--- src/rtl/oamd_regs.svh ---
// constants of the operand addressing mode decoder
`ifndef OAMD_REGS_SVH
`define OAMD_REGS_SVH
`define OAMD_GEN_REG_TOP  5'h07
`define OAMD_GEN_RSVD     5'h13
`define OAMD_GEN_IMM      5'h14
`define OAMD_IDX_MODE_MSB 7
`define OAMD_IDX_MODE_LSB 3
`define OAMD_IDX_REG_MSB  2
`define OAMD_DLEN_1       4'h1
`define OAMD_DLEN_2       4'h2
`define OAMD_DLEN_4       4'h4
`define OAMD_STEP_FIN     3'h5
`define OAMD_STEP_IMPL    3'h4
`endif

--- src/rtl/oamd_pkg.sv ---
// types of the operand addressing mode decoder
package oamd_pkg;
  typedef enum logic [4:0] {
    S_IDLE = 5'h01,
    S_SEEK = 5'h02,
    S_IDX  = 5'h04,
    S_DISP = 5'h08,
    S_IMM  = 5'h10
  } oamd_state_t;

  typedef enum logic [3:0] {
    M_REG_FLOAT   = 4'h0,
    M_REG_CPU     = 4'h1,
    M_REG_REL     = 4'h2,
    M_FRAME       = 4'h3,
    M_STACK       = 4'h4,
    M_STATIC      = 4'h5,
    M_PROG        = 4'h6,
    M_MREL_FRAME  = 4'h7,
    M_MREL_STACK  = 4'h8,
    M_MREL_STATIC = 4'h9,
    M_IMM         = 4'hA,
    M_ABS         = 4'hB,
    M_EXT         = 4'hC,
    M_TOS         = 4'hD,
    M_RSVD        = 4'hE
  } oamd_method_t;

  typedef struct packed {
    oamd_state_t              st;
    logic [2:0]               step;
    logic [1:0]               used;
    logic [1:0]               flt;
    logic [1:0]               wr;
    logic [1:0]               dbl;
    logic [1:0][4:0]          gen;
    logic [1:0][4:0]          mode;
    logic [1:0][2:0]          idx;
    logic [1:0]               dleft;
    logic                     dsel;
    logic [3:0]               bcnt;
    logic [3:0]               blen;
    logic [3:0]               imm_len;
    logic [1:0]               impl_left;
    logic [63:0]              acc;
    logic [1:0][1:0][31:0]    disp;
    logic [63:0]              imm;
    logic                     imm_vld;
    logic [31:0]              impl;
    oamd_method_t [1:0]       meth;
    logic                     err;
    logic                     done;
  } oamd_state_s_t;
endpackage

--- src/rtl/oamd_decoder.sv ---
// operand addressing mode decoder: gen fields, index bytes, disp/imm stream
//
// Summary of operation
// (RL1) basic instruction carries up to two gen fields
// (RL2) only immediates reach the FPU from stream
// (RL3) scaled index gen adds an index byte
// (RL4) disp/imm fields follow all index bytes
// (RL5) displacement length in top bits, signed value
// (RL6) immediate length comes from the opcode
// (RL7) disp/imm assembled most significant byte first
// (RL8) implied extensions come after all modes
// (RL9) codes 0-7 select register directly
// (RL10) codes 8-15: general register plus displacement
// (RL11) codes 24-27: frame/stack/static/pc plus displacement
// (RL12) codes 16-18: pointer at disp1 plus base, plus disp2
// (RL13) code 20 immediate, never for written operand
// (RL14) code 21 displacement is the address
// (RL15) code 22 link table pointer plus disp2
// (RL16) code 23 top of stack, push/pop
// (RL17) codes 28-31 add scaled index to base
// (RL18) code 19 reserved, no meaning
// (RL19) double float register uses even/odd pair
// (RL20) flag reserved code or illegal index base
`timescale 1ns/100ps
`include "oamd_regs.svh"

module oamd_decoder (
  input  wire logic                  clk_i,
  input  wire logic                  reset_n_i,
  input  wire logic                  start_i,
  input  wire logic [1:0]            gen_used_i,
  input  wire logic [4:0]            gen1_i,
  input  wire logic [4:0]            gen2_i,
  input  wire logic [1:0]            float_i,
  input  wire logic [1:0]            write_i,
  input  wire logic [1:0]            double_i,
  input  wire logic [3:0]            imm_bytes_i,
  input  wire logic [1:0]            implied_cnt_i,
  input  wire logic                  byte_valid_i,
  input  wire logic [7:0]            byte_i,
  output logic                       byte_ready_o,
  output logic                       busy_o,
  output logic                       done_o,
  output logic                       decode_err_o,
  output oamd_pkg::oamd_method_t [1:0] method_o,
  output logic [1:0][2:0]            reg_num_o,
  output logic [1:0][2:0]            pair_hi_o,
  output logic [1:0]                 scaled_o,
  output logic [1:0][3:0]            scale_o,
  output logic [1:0][2:0]            index_reg_o,
  output logic [1:0]                 push_o,
  output logic [1:0]                 pop_o,
  output logic [1:0][31:0]           disp1_o,
  output logic [1:0][31:0]           disp2_o,
  output logic [63:0]                imm_o,
  output logic                       imm_valid_o,
  output logic [31:0]                implied_o
);

  // ****************************************
  // decode helpers
  // ****************************************
  function automatic logic is_scaled(input logic [4:0] g);
    return g[4:2] == 3'b111; // RL17
  endfunction

  // number of displacements a mode pulls from the stream
  function automatic logic [1:0] ndisp(input logic [4:0] g);
    logic [1:0] r;
    r = 2'h0;
    if (g[4:3] == 2'b01 || g[4:2] == 3'b110) begin
      r = 2'h1; // RL10 RL11
    end else if (g == 5'h15) begin
      r = 2'h1; // RL14
    end else if (g == 5'h10 || g == 5'h11 || g == 5'h12 || g == 5'h16) begin
      r = 2'h2; // RL12 RL15
    end
    return r;
  endfunction

  // displacement size sits in the top bits of its first byte
  function automatic logic [3:0] dlen(input logic [7:0] b);
    logic [3:0] r;
    r = `OAMD_DLEN_4;
    if (!b[7]) begin
      r = `OAMD_DLEN_1;
    end else if (!b[6]) begin
      r = `OAMD_DLEN_2;
    end
    return r; // RL5
  endfunction

  function automatic logic [31:0] sext(input logic [3:0] len, input logic [31:0] v);
    logic [31:0] r;
    r = {{2{v[29]}}, v[29:0]};
    if (len == `OAMD_DLEN_1) begin
      r = {{25{v[6]}}, v[6:0]};
    end else if (len == `OAMD_DLEN_2) begin
      r = {{18{v[13]}}, v[13:0]};
    end
    return r; // RL5
  endfunction

  function automatic oamd_pkg::oamd_method_t meth_of(input logic [4:0] g,
                                                     input logic flt);
    oamd_pkg::oamd_method_t m;
    m = oamd_pkg::M_RSVD;
    if (g <= `OAMD_GEN_REG_TOP) begin
      m = flt ? oamd_pkg::M_REG_FLOAT : oamd_pkg::M_REG_CPU; // RL9
    end else if (g[4:3] == 2'b01) begin
      m = oamd_pkg::M_REG_REL; // RL10
    end else begin
      case (g)
        5'h18: m = oamd_pkg::M_FRAME; // RL11
        5'h19: m = oamd_pkg::M_STACK;
        5'h1A: m = oamd_pkg::M_STATIC;
        5'h1B: m = oamd_pkg::M_PROG;
        5'h10: m = oamd_pkg::M_MREL_FRAME; // RL12
        5'h11: m = oamd_pkg::M_MREL_STACK;
        5'h12: m = oamd_pkg::M_MREL_STATIC;
        5'h14: m = oamd_pkg::M_IMM; // RL13
        5'h15: m = oamd_pkg::M_ABS; // RL14
        5'h16: m = oamd_pkg::M_EXT; // RL15
        5'h17: m = oamd_pkg::M_TOS; // RL16
        default: m = oamd_pkg::M_RSVD; // RL18
      endcase
    end
    return m;
  endfunction

  // ****************************************
  // state
  // ****************************************
  oamd_pkg::oamd_state_s_t s_r;
  oamd_pkg::oamd_state_s_t s_nxt;
  logic                    o;
  logic                    take;
  logic [63:0]             nb;
  logic [3:0]              len;
  logic [3:0]              cnt1;
  logic [31:0]             val;
  logic [2:0]              step1;
  logic [4:0]              base;

  always_comb begin
    s_nxt = s_r;
    s_nxt.done = 1'b0;
    o = s_r.step[0];
    step1 = 3'(s_r.step + 3'h1);
    nb = {s_r.acc[55:0], byte_i}; // RL7
    cnt1 = 4'(s_r.bcnt + 4'h1);
    len = (s_r.bcnt == 4'h0) ? dlen(byte_i) : s_r.blen;
    val = sext(len, nb[31:0]);
    base = byte_i[`OAMD_IDX_MODE_MSB:`OAMD_IDX_MODE_LSB];
    take = byte_valid_i && (s_r.st == oamd_pkg::S_IDX || s_r.st == oamd_pkg::S_DISP
                            || s_r.st == oamd_pkg::S_IMM);
    unique case (s_r.st)
      oamd_pkg::S_IDLE: begin
        if (start_i) begin // RL1
          s_nxt.st = oamd_pkg::S_SEEK;
          s_nxt.step = 3'h0;
          s_nxt.used = gen_used_i;
          s_nxt.flt = float_i;
          s_nxt.wr = write_i;
          s_nxt.dbl = double_i;
          s_nxt.gen = {gen2_i, gen1_i};
          s_nxt.mode = {gen2_i, gen1_i};
          s_nxt.idx = '0;
          s_nxt.imm_len = imm_bytes_i; // RL6
          s_nxt.impl_left = implied_cnt_i;
          s_nxt.disp = '0;
          s_nxt.imm = '0;
          s_nxt.imm_vld = 1'b0;
          s_nxt.impl = '0;
          s_nxt.err = (gen_used_i[0] && gen1_i == `OAMD_GEN_RSVD) // RL20
                   || (gen_used_i[1] && gen2_i == `OAMD_GEN_RSVD)
                   || (gen_used_i[0] && write_i[0] && gen1_i == `OAMD_GEN_IMM) // RL13
                   || (gen_used_i[1] && write_i[1] && gen2_i == `OAMD_GEN_IMM);
        end
      end
      oamd_pkg::S_SEEK: begin
        case (s_r.step)
          3'h0, 3'h1: begin
            if (s_r.used[o] && is_scaled(s_r.gen[o])) begin
              s_nxt.st = oamd_pkg::S_IDX; // RL3
            end else begin
              s_nxt.step = step1;
            end
          end
          3'h2, 3'h3: begin // RL4
            s_nxt.bcnt = 4'h0;
            s_nxt.acc = '0;
            if (!s_r.used[o]) begin
              s_nxt.step = step1;
            end else if (s_r.mode[o] == `OAMD_GEN_IMM) begin
              s_nxt.st = oamd_pkg::S_IMM; // RL2
              s_nxt.blen = s_r.imm_len;
            end else if (ndisp(s_r.mode[o]) != 2'h0) begin
              s_nxt.st = oamd_pkg::S_DISP;
              s_nxt.dleft = ndisp(s_r.mode[o]);
              s_nxt.dsel = 1'b0;
            end else begin
              s_nxt.step = step1;
            end
          end
          `OAMD_STEP_IMPL: begin
            s_nxt.bcnt = 4'h0;
            if (s_r.impl_left != 2'h0) begin
              s_nxt.st = oamd_pkg::S_DISP; // RL8
              s_nxt.dleft = 2'h1;
            end else begin
              s_nxt.step = step1;
            end
          end
          default: begin
            s_nxt.st = oamd_pkg::S_IDLE;
            s_nxt.done = 1'b1;
            s_nxt.meth[0] = meth_of(s_r.mode[0], s_r.flt[0]);
            s_nxt.meth[1] = meth_of(s_r.mode[1], s_r.flt[1]);
          end
        endcase
      end
      oamd_pkg::S_IDX: begin
        if (take) begin // RL3
          s_nxt.idx[o] = byte_i[`OAMD_IDX_REG_MSB:0];
          s_nxt.mode[o] = base;
          if (base == `OAMD_GEN_RSVD || base == `OAMD_GEN_IMM || is_scaled(base)) begin
            s_nxt.err = 1'b1; // RL20 RL17
          end
          s_nxt.step = step1;
          s_nxt.st = oamd_pkg::S_SEEK;
        end
      end
      oamd_pkg::S_DISP: begin
        if (take) begin
          s_nxt.blen = len;
          s_nxt.acc = nb;
          s_nxt.bcnt = cnt1;
          if (cnt1 == len) begin
            s_nxt.bcnt = 4'h0;
            if (s_r.step == `OAMD_STEP_IMPL) begin
              s_nxt.impl = val; // RL8
              s_nxt.impl_left = 2'(s_r.impl_left - 2'h1);
              s_nxt.st = oamd_pkg::S_SEEK;
            end else begin
              s_nxt.disp[o][s_r.dsel] = val; // RL5
              s_nxt.dsel = 1'b1;
              s_nxt.dleft = 2'(s_r.dleft - 2'h1);
              if (s_r.dleft == 2'h1) begin
                s_nxt.step = step1;
                s_nxt.st = oamd_pkg::S_SEEK;
              end
            end
          end
        end
      end
      oamd_pkg::S_IMM: begin
        if (take) begin
          s_nxt.acc = nb; // RL7
          s_nxt.bcnt = cnt1;
          if (cnt1 >= s_r.blen) begin // RL6
            s_nxt.imm = nb;
            s_nxt.imm_vld = 1'b1;
            s_nxt.step = step1;
            s_nxt.st = oamd_pkg::S_SEEK;
          end
        end
      end
      default: s_nxt.st = oamd_pkg::S_IDLE;
    endcase
  end

  always_ff @(posedge clk_i or negedge reset_n_i) begin
    if (!reset_n_i) begin
      s_r <= '{st: oamd_pkg::S_IDLE, step: 3'h0, meth: '{oamd_pkg::M_RSVD, oamd_pkg::M_RSVD},
               default: '0};
    end else begin
      s_r <= s_nxt;
    end
  end

  // ****************************************
  // outputs
  // ****************************************
  assign byte_ready_o = s_r.st == oamd_pkg::S_IDX || s_r.st == oamd_pkg::S_DISP
                     || s_r.st == oamd_pkg::S_IMM;
  assign busy_o       = s_r.st != oamd_pkg::S_IDLE;
  assign done_o       = s_r.done;
  assign decode_err_o = s_r.err;
  assign method_o     = s_r.meth;
  assign imm_o        = s_r.imm;
  assign imm_valid_o  = s_r.imm_vld;
  assign implied_o    = s_r.impl;

  always_comb begin
    for (int i = 0; i < 2; i++) begin
      reg_num_o[i]   = s_r.mode[i][2:0]; // RL9 RL10
      // odd half of a double; caller must name the even register
      pair_hi_o[i]   = {s_r.mode[i][2:1], 1'b1}; // RL19
      scaled_o[i]    = s_r.used[i] && is_scaled(s_r.gen[i]);
      scale_o[i]     = scaled_o[i] ? 4'(4'h1 << s_r.gen[i][1:0]) : 4'h1; // RL17
      index_reg_o[i] = s_r.idx[i];
      push_o[i]      = s_r.meth[i] == oamd_pkg::M_TOS && s_r.wr[i]; // RL16
      pop_o[i]       = s_r.meth[i] == oamd_pkg::M_TOS && !s_r.wr[i];
      disp1_o[i]     = s_r.disp[i][0];
      disp2_o[i]     = s_r.disp[i][1];
    end
  end

endmodule

--- config.mk ---
export PLATFORM = sky130hd
export DESIGN_NAME = oamd_decoder
export DESIGN_NICKNAME = d
export VERILOG_FILES = /design/src/rtl/oamd_pkg.sv /design/src/rtl/oamd_decoder.sv
export VERILOG_INCLUDE_DIRS = /design/src /design/src/rtl
export SDC_FILE = /design/constraint.sdc
export NUM_CORES = 1
export LEC_CHECK = 0
export ABC_AREA = 1
export BUFFER_PORTS_ARGS = -buffer_cell sky130_fd_sc_hd__buf_4
export CORE_MARGIN = 2
export CORE_UTILIZATION = 45
export DETAILED_ROUTE_END_ITERATION = 6
export PLACE_DENSITY_LB_ADDON = 0.05
export SLEW_MARGIN = 20
export SYNTH_ARGS = -nofsm -noshare
export SYNTH_HDL_FRONTEND = slang
export SYNTH_SLANG_ARGS = --single-unit
--- constraint.sdc ---
create_clock -name clk_i -period 2.4 [get_ports clk_i]
set_input_delay 0.24 -clock clk_i [delete_from_list [all_inputs] [get_ports clk_i]]
set_output_delay 0.24 -clock clk_i [all_outputs]
set_load 0.005 [all_outputs]
Word-level counts from Yosys, hierarchy flattened --
Memory sizes are Yosys's and may differ from the RTL's. Cells that the tools add are included.
Word-level totals: memory bits (read-only) 256, output and inout port bits 269, input port bits 36, register bits 350, memories 2, logic and storage cells 272
Operators by class: shift-type cells 2, add/subtract/negate cells 4, $lt $le $gt $ge 7, mux-type cells 104, reductions and logical operators 57, equal/unequal tests 65, bitwise gates (word level) 1
Memory list:
- (name not given) | depth 32, bits a word 4, rd ports 1, clocked after memory_dff 0, write ports 0, RTL line oamd_decoder.sv:113 | case (g)
- (name not given) | depth 32, bits a word 4, rd ports 1, clocked after memory_dff 0, write ports 0, RTL line oamd_decoder.sv:113
Operator list (number):
- 2-to-1 mux 128 bit | 2
- one-hot mux 128 bit (2 select lines) | 1
- 2-to-1 mux 225 bit | 1
- 2-to-1 mux 194 bit | 1
- 2-to-1 mux 32 bit | 6
- one-hot mux 56 bit (3 select lines) | 1
- 2-to-1 mux 65 bit | 2
- one-hot mux 65 bit (2 select lines) | 1
- bitwise mux 128 bit | 1
- 2-to-1 mux 56 bit | 2
- equality test 5 bit (second input constant) | 13
- demux 64 bit (select 1 bit) | 1
- 2-to-1 mux 64 bit | 1
- one-hot mux 32 bit (2 select lines) | 1
- 2-to-1 mux 5 bit | 11
- 2-to-1 mux 4 bit | 13
- 2-to-1 mux 8 bit | 6
- 2-to-1 mux 42 bit | 1
- 2-to-1 mux 3 bit | 12
- demux 32 bit (select 1 bit) | 1
- one-hot mux 16 bit (2 select lines) | 1
- one-hot mux 5 bit (5 select lines) | 1
- 2-to-1 mux 2 bit | 11
- inequality test 3 bit (second input constant) | 7
- 63 further kinds | 142

Logic depth before layout (Yosys ltp) --
depth after elaboration 19, mapped depth 17, mapped depth without buffers 16

Worst setup path after synthesis --
Ideal clock, no wire load.
path kind flip-flop to flip-flop, from register s_r[309] (netlist bit), to register s_r (netlist bit imm_o[29]), cell stages (with the launch flop) 16, buffers on the path 2, setup slack -0.068 ns, clock period less this slack 2.468 ns, library setup time 0.134 ns, required time 2.266 ns, data arrival time 2.334 ns, cells stage by stage dfrtp_1 -> inv_1 -> ha_1 -> ha_1 -> inv_1 -> nor2_1 -> o211ai_1 -> nand3_1 -> nand2_1 -> nand2_1 -> nand2_1 -> nor2_1 -> inv_1 -> clkbuf_1 -> clkbuf_1 -> o21ai_0
On the way: longest elaborated chain between the ends 4
RTL lines:
- start: declaration | RTL line oamd_decoder.sv:134 | oamd_pkg::oamd_state_s_t s_r;
- start signal: assignment | RTL line oamd_decoder.sv:275 | s_r <= '{st: oamd_pkg::S_IDLE, step: 3'h0, meth: '{oamd_pkg::M_RSVD, oamd_pkg::M_RSVD},
- start signal: assignment | RTL line oamd_decoder.sv:278 | s_r <= s_nxt;
- adder 4 x 1 -> 4 bit | RTL line oamd_decoder.sv:151 | cnt1 = 4'(s_r.bcnt + 4'h1);
- >= comparator 4 bit | RTL line oamd_decoder.sv:261 | if (cnt1 >= s_r.blen) begin
- inequality test 2 x 1 -> 1 bit (no source line)
- AND reduction 4 bit (no source line)
Every way passes these cells. A chain may end at the register's enable or synchronous reset.

Worst setup path after layout --
from register s_r[310] (netlist bit), to register s_r (netlist bit imm_o[10])
Same word-level chain as after synthesis.

==> flow_summary.json <==
{
  "reg2reg_slack_ns": 0.17,
  "routed_via_density": 4.98,
  "final-setup-viol-count": 0,
  "powerDensity_nw_per_um2": 890,
  "final_nets": 2234,
  "vias": 13300,
  "path_max_fanout": 9,
  "yosysTopAreaCell": "dfrtp_1",
  "cts_inserted_buffers": 39,
  "worst_pin_slew_ns": 0.617,
  "p_leak_nw": 10.7,
  "drt_iter0_drc": 904,
  "place_congestion": 0.898,
  "syn-cell-area_um2": 16800,
  "synth_area_per_cell_um2": 8.14,
  "fin_crit_ns": 2.23,
  "synthCells": 2068,
  "cp_data_arrival_time_ns": 2.68,
  "die_w_um": 197,
  "outcome": "completed",
  "start_kind": "flop",
  "drc": 0,
  "synth.area.top_cells": "dfrtp_1, nand2_1, buf_4",
  "synth_top_area_frac": 0.492,
  "yosysSeqAreaShare": 0.503,
  "areaGrowthSynthToFinish_pct": 19.2,
  "ff2ff_path_depth": 14,
  "rows": 70,
  "min_from": "byte_i[6]",
  "antenna_found_initial": 0,
  "r2r_end": "imm_o[10]",
  "clock-skew-final_ns": 0.0173,
  "drt-wirelength-per-cell_um": 17.8,
  "r2r_start": "s_r[310]",
  "drv_cap": 0,
  "min_to": "nb[14]",
  "grt_pass1_wl_mm": 72.5,
  "cts_tree": "yes",
  "mostFrequentLayoutCells": "nand2_1, buf_4, dfrtp_1",
  "grtUsageMet2": 0.387,
  "place.detailed.hpwl_mm": 33.1,
  "grt_pass1_vias": 12800,
  "grt_use_met3": 0.0333,
  "fin_setup_tns_ns": 0,
  "synth_cell_types": 41,
  "portBuffers": 300,
  "hold_viol": 0,
  "rsz0062_at_grt": "no",
  "fin_crit_sh": 0.930,
  "clockRootBuffer": "clkbuf_16",
  "drive_gt1_frac": 0.228,
  "dieArea_um2": 39000,
  "placed_area_um2": 18200,
  "slew_headroom": 0.589,
  "drt-total-wl_mm": 47.7,
  "worstHoldPathCells": 3,
  "antenna_left": 0,
  "grt_usage": 0.238,
  "final_common_cell": "nand2_1",
  "synth_warnings": 0,
  "max-vdd-ir-drop_mv": 0.516,
  "grt_use_met1": 0.336,
  "busiest_layer": "met2",
  "stdcell_area_um2": 20100,
  "grt_overflow_total": 0,
  "htree_levels": 2,
  "fmax_ghz": 0.448,
  "yosys_register_bits": 338,
  "start_util": 0.459,
  "cp_slowest_cell": "dfrtp_1",
  "diodes": 0,
  "clock_sinks": 338,
  "critPathKind": "reg2reg",
  "required_ns": 2.85,
  "max_stage_delay_ns": 0.38,
  "grt_max_degree": 64,
  "die_height_um": 197,
  "drt_pass1_iterations": 5,
  "drv_slew": 0,
  "end_kind": "flop",
  "cts_buffer_depth": 3,
  "clk_latency_ns": 0.53,
  "core_area_um2": 36700,
  "ioPinCount": 305,
  "cts.clk_slew.worst_paths_ns": 0.06,
  "crit_chain": "buf_4 -> ha_4 -> nand2_1 -> nand2_2 -> ha_4 -> o211ai_1 -> nand3_1 -> nand2_1 -> nand2_2 -> nand2_4 -> nor2_4 -> inv_8 -> clkbuf_16 -> o21ai_0",
  "hold_path.class": "in2reg"
}
metrics by stage:
| step | power, W | setup slack, ns | std cells | utilization | hold slack, ns |
|---|---|---|---|---|---|
| after floorplan | 0.00992 | -0.0115 | 2069 | - | -0.0556 |
| after global placement | 0.0116 | 0.0150 | 2578 | 0.497 | 0.213 |
| after detailed placement | 0.0116 | -0.0622 | 2578 | 0.497 | 0.210 |
| after CTS | 0.0177 | 0.0229 | 2666 | 0.537 | 0.00274 |
| after global routing | 0.0190 | 0.0199 | 2677 | 0.547 | 0.0227 |
| final | 0.0179 | 0.167 | 2677 | 0.547 | 0.0171 |
synth_stat cells (all sizes together):
library cell / number
dfstp: 7
o31ai: 4
a31oi: 2
clkbuf: 34
o21ai: 209
nor3: 11
nand3b: 2
o22ai: 17
o211ai: 2
a211oi: 2
and2: 1
or2: 1
nand4: 19
clkinv: 2
a21oi: 12
conb: 1
ha: 19
a21boi: 1
nand2: 737
buf: 296
dfrtp: 331
o21a: 1
nand3: 102
o311ai: 1
nor2: 71
a22oi: 8
mux2i: 1
inv: 173
xnor2: 1
area by class of cell:
class	instances	area, µm²
fill	3481	16600
sequential	338	8470
multi-input combinational	1226	5620
timing repair buffer	399	3450
clock buffer	63	1170
inverter	175	669
tap	468	586
clock inverter	8	113
sequential cells by signal (all words and copies together), names as in the netlist, 6 cells and up:
| signal | cells |
|---|---|
| imm_o | 64 |
| disp1_o | 60 |
| disp2_o | 60 |
| nb | 56 |
| s_r | 44 |
| implied_o | 30 |
| method_o | 8 |
| index_reg_o | 6 |
per-layer routing:
metal | routed length, µm | vias to the layer above | share of wire
li1 | - | 6480 | -
met1 | 21600 | 6425 | 0.45
met2 | 22600 | 348 | 0.47
met3 | 2430 | 66 | 0.051
met4 | 1120 | 0 | 0.023
met5 | 0 | - | 0
critical path, delay by kind of cell, from the launching register on:
kind | cells | cell delay, ns
DFF | 1 | 0.38
AOI/OAI and AO/OA | 2 | 0.22
buffers and inverters | 3 | 0.42
and+or+nand+nor | 7 | 0.69
adders and majority gates | 2 | 0.43
how the worst max path moves through the flow:
| stage | from | slack, ns | to | cells after the start |
|---|---|---|---|---|
| 6_report | s_r[310] | 0.17 | imm_o[10] | 14 |
| 3_5_place_dp | o | -0.06 | disp1_o[58] | 11 |
| 2_1_floorplan | s_r[309] | -0.01 | imm_o[10] | 15 |
| 5_1_grt | s_r[310] | 0.02 | imm_o[12] | 14 |
| 4_1_cts | s_r[309] | 0.02 | imm_o[3] | 15 |
| 3_3_place_gp | s_r[309] | 0.02 | o | 16 |
report_power, final:
group	switching (W)	internal [W]
Combinational	0.00341	0.00197
Sequential	0.000388	0.00616
Clock	0.00238	0.00356
logic make-up after synthesis:
logic type | share of synthesized area
AOI/OAI and AO/OA | 0.0820
xor gates and xnor gates | 0.000520
adders and majority gates | 0.0141
buffers and inverters | 0.174
DFF | 0.503
muxes | 0.000595
other | 0.000223
and+or+nand+nor | 0.226
timing repair:
action | in CTS | in global routing
pin swaps | 0 | 3
endpoints found under the setup margin | 122 | 243
setup buffers | 0 | 2
gates resized for setup | 2 | 65
endpoints found under the hold margin | 62 | 0
hold buffers | 17 | 0
cloned | 0 | 9
Note: power is estimated with default switching activity, not from simulation.
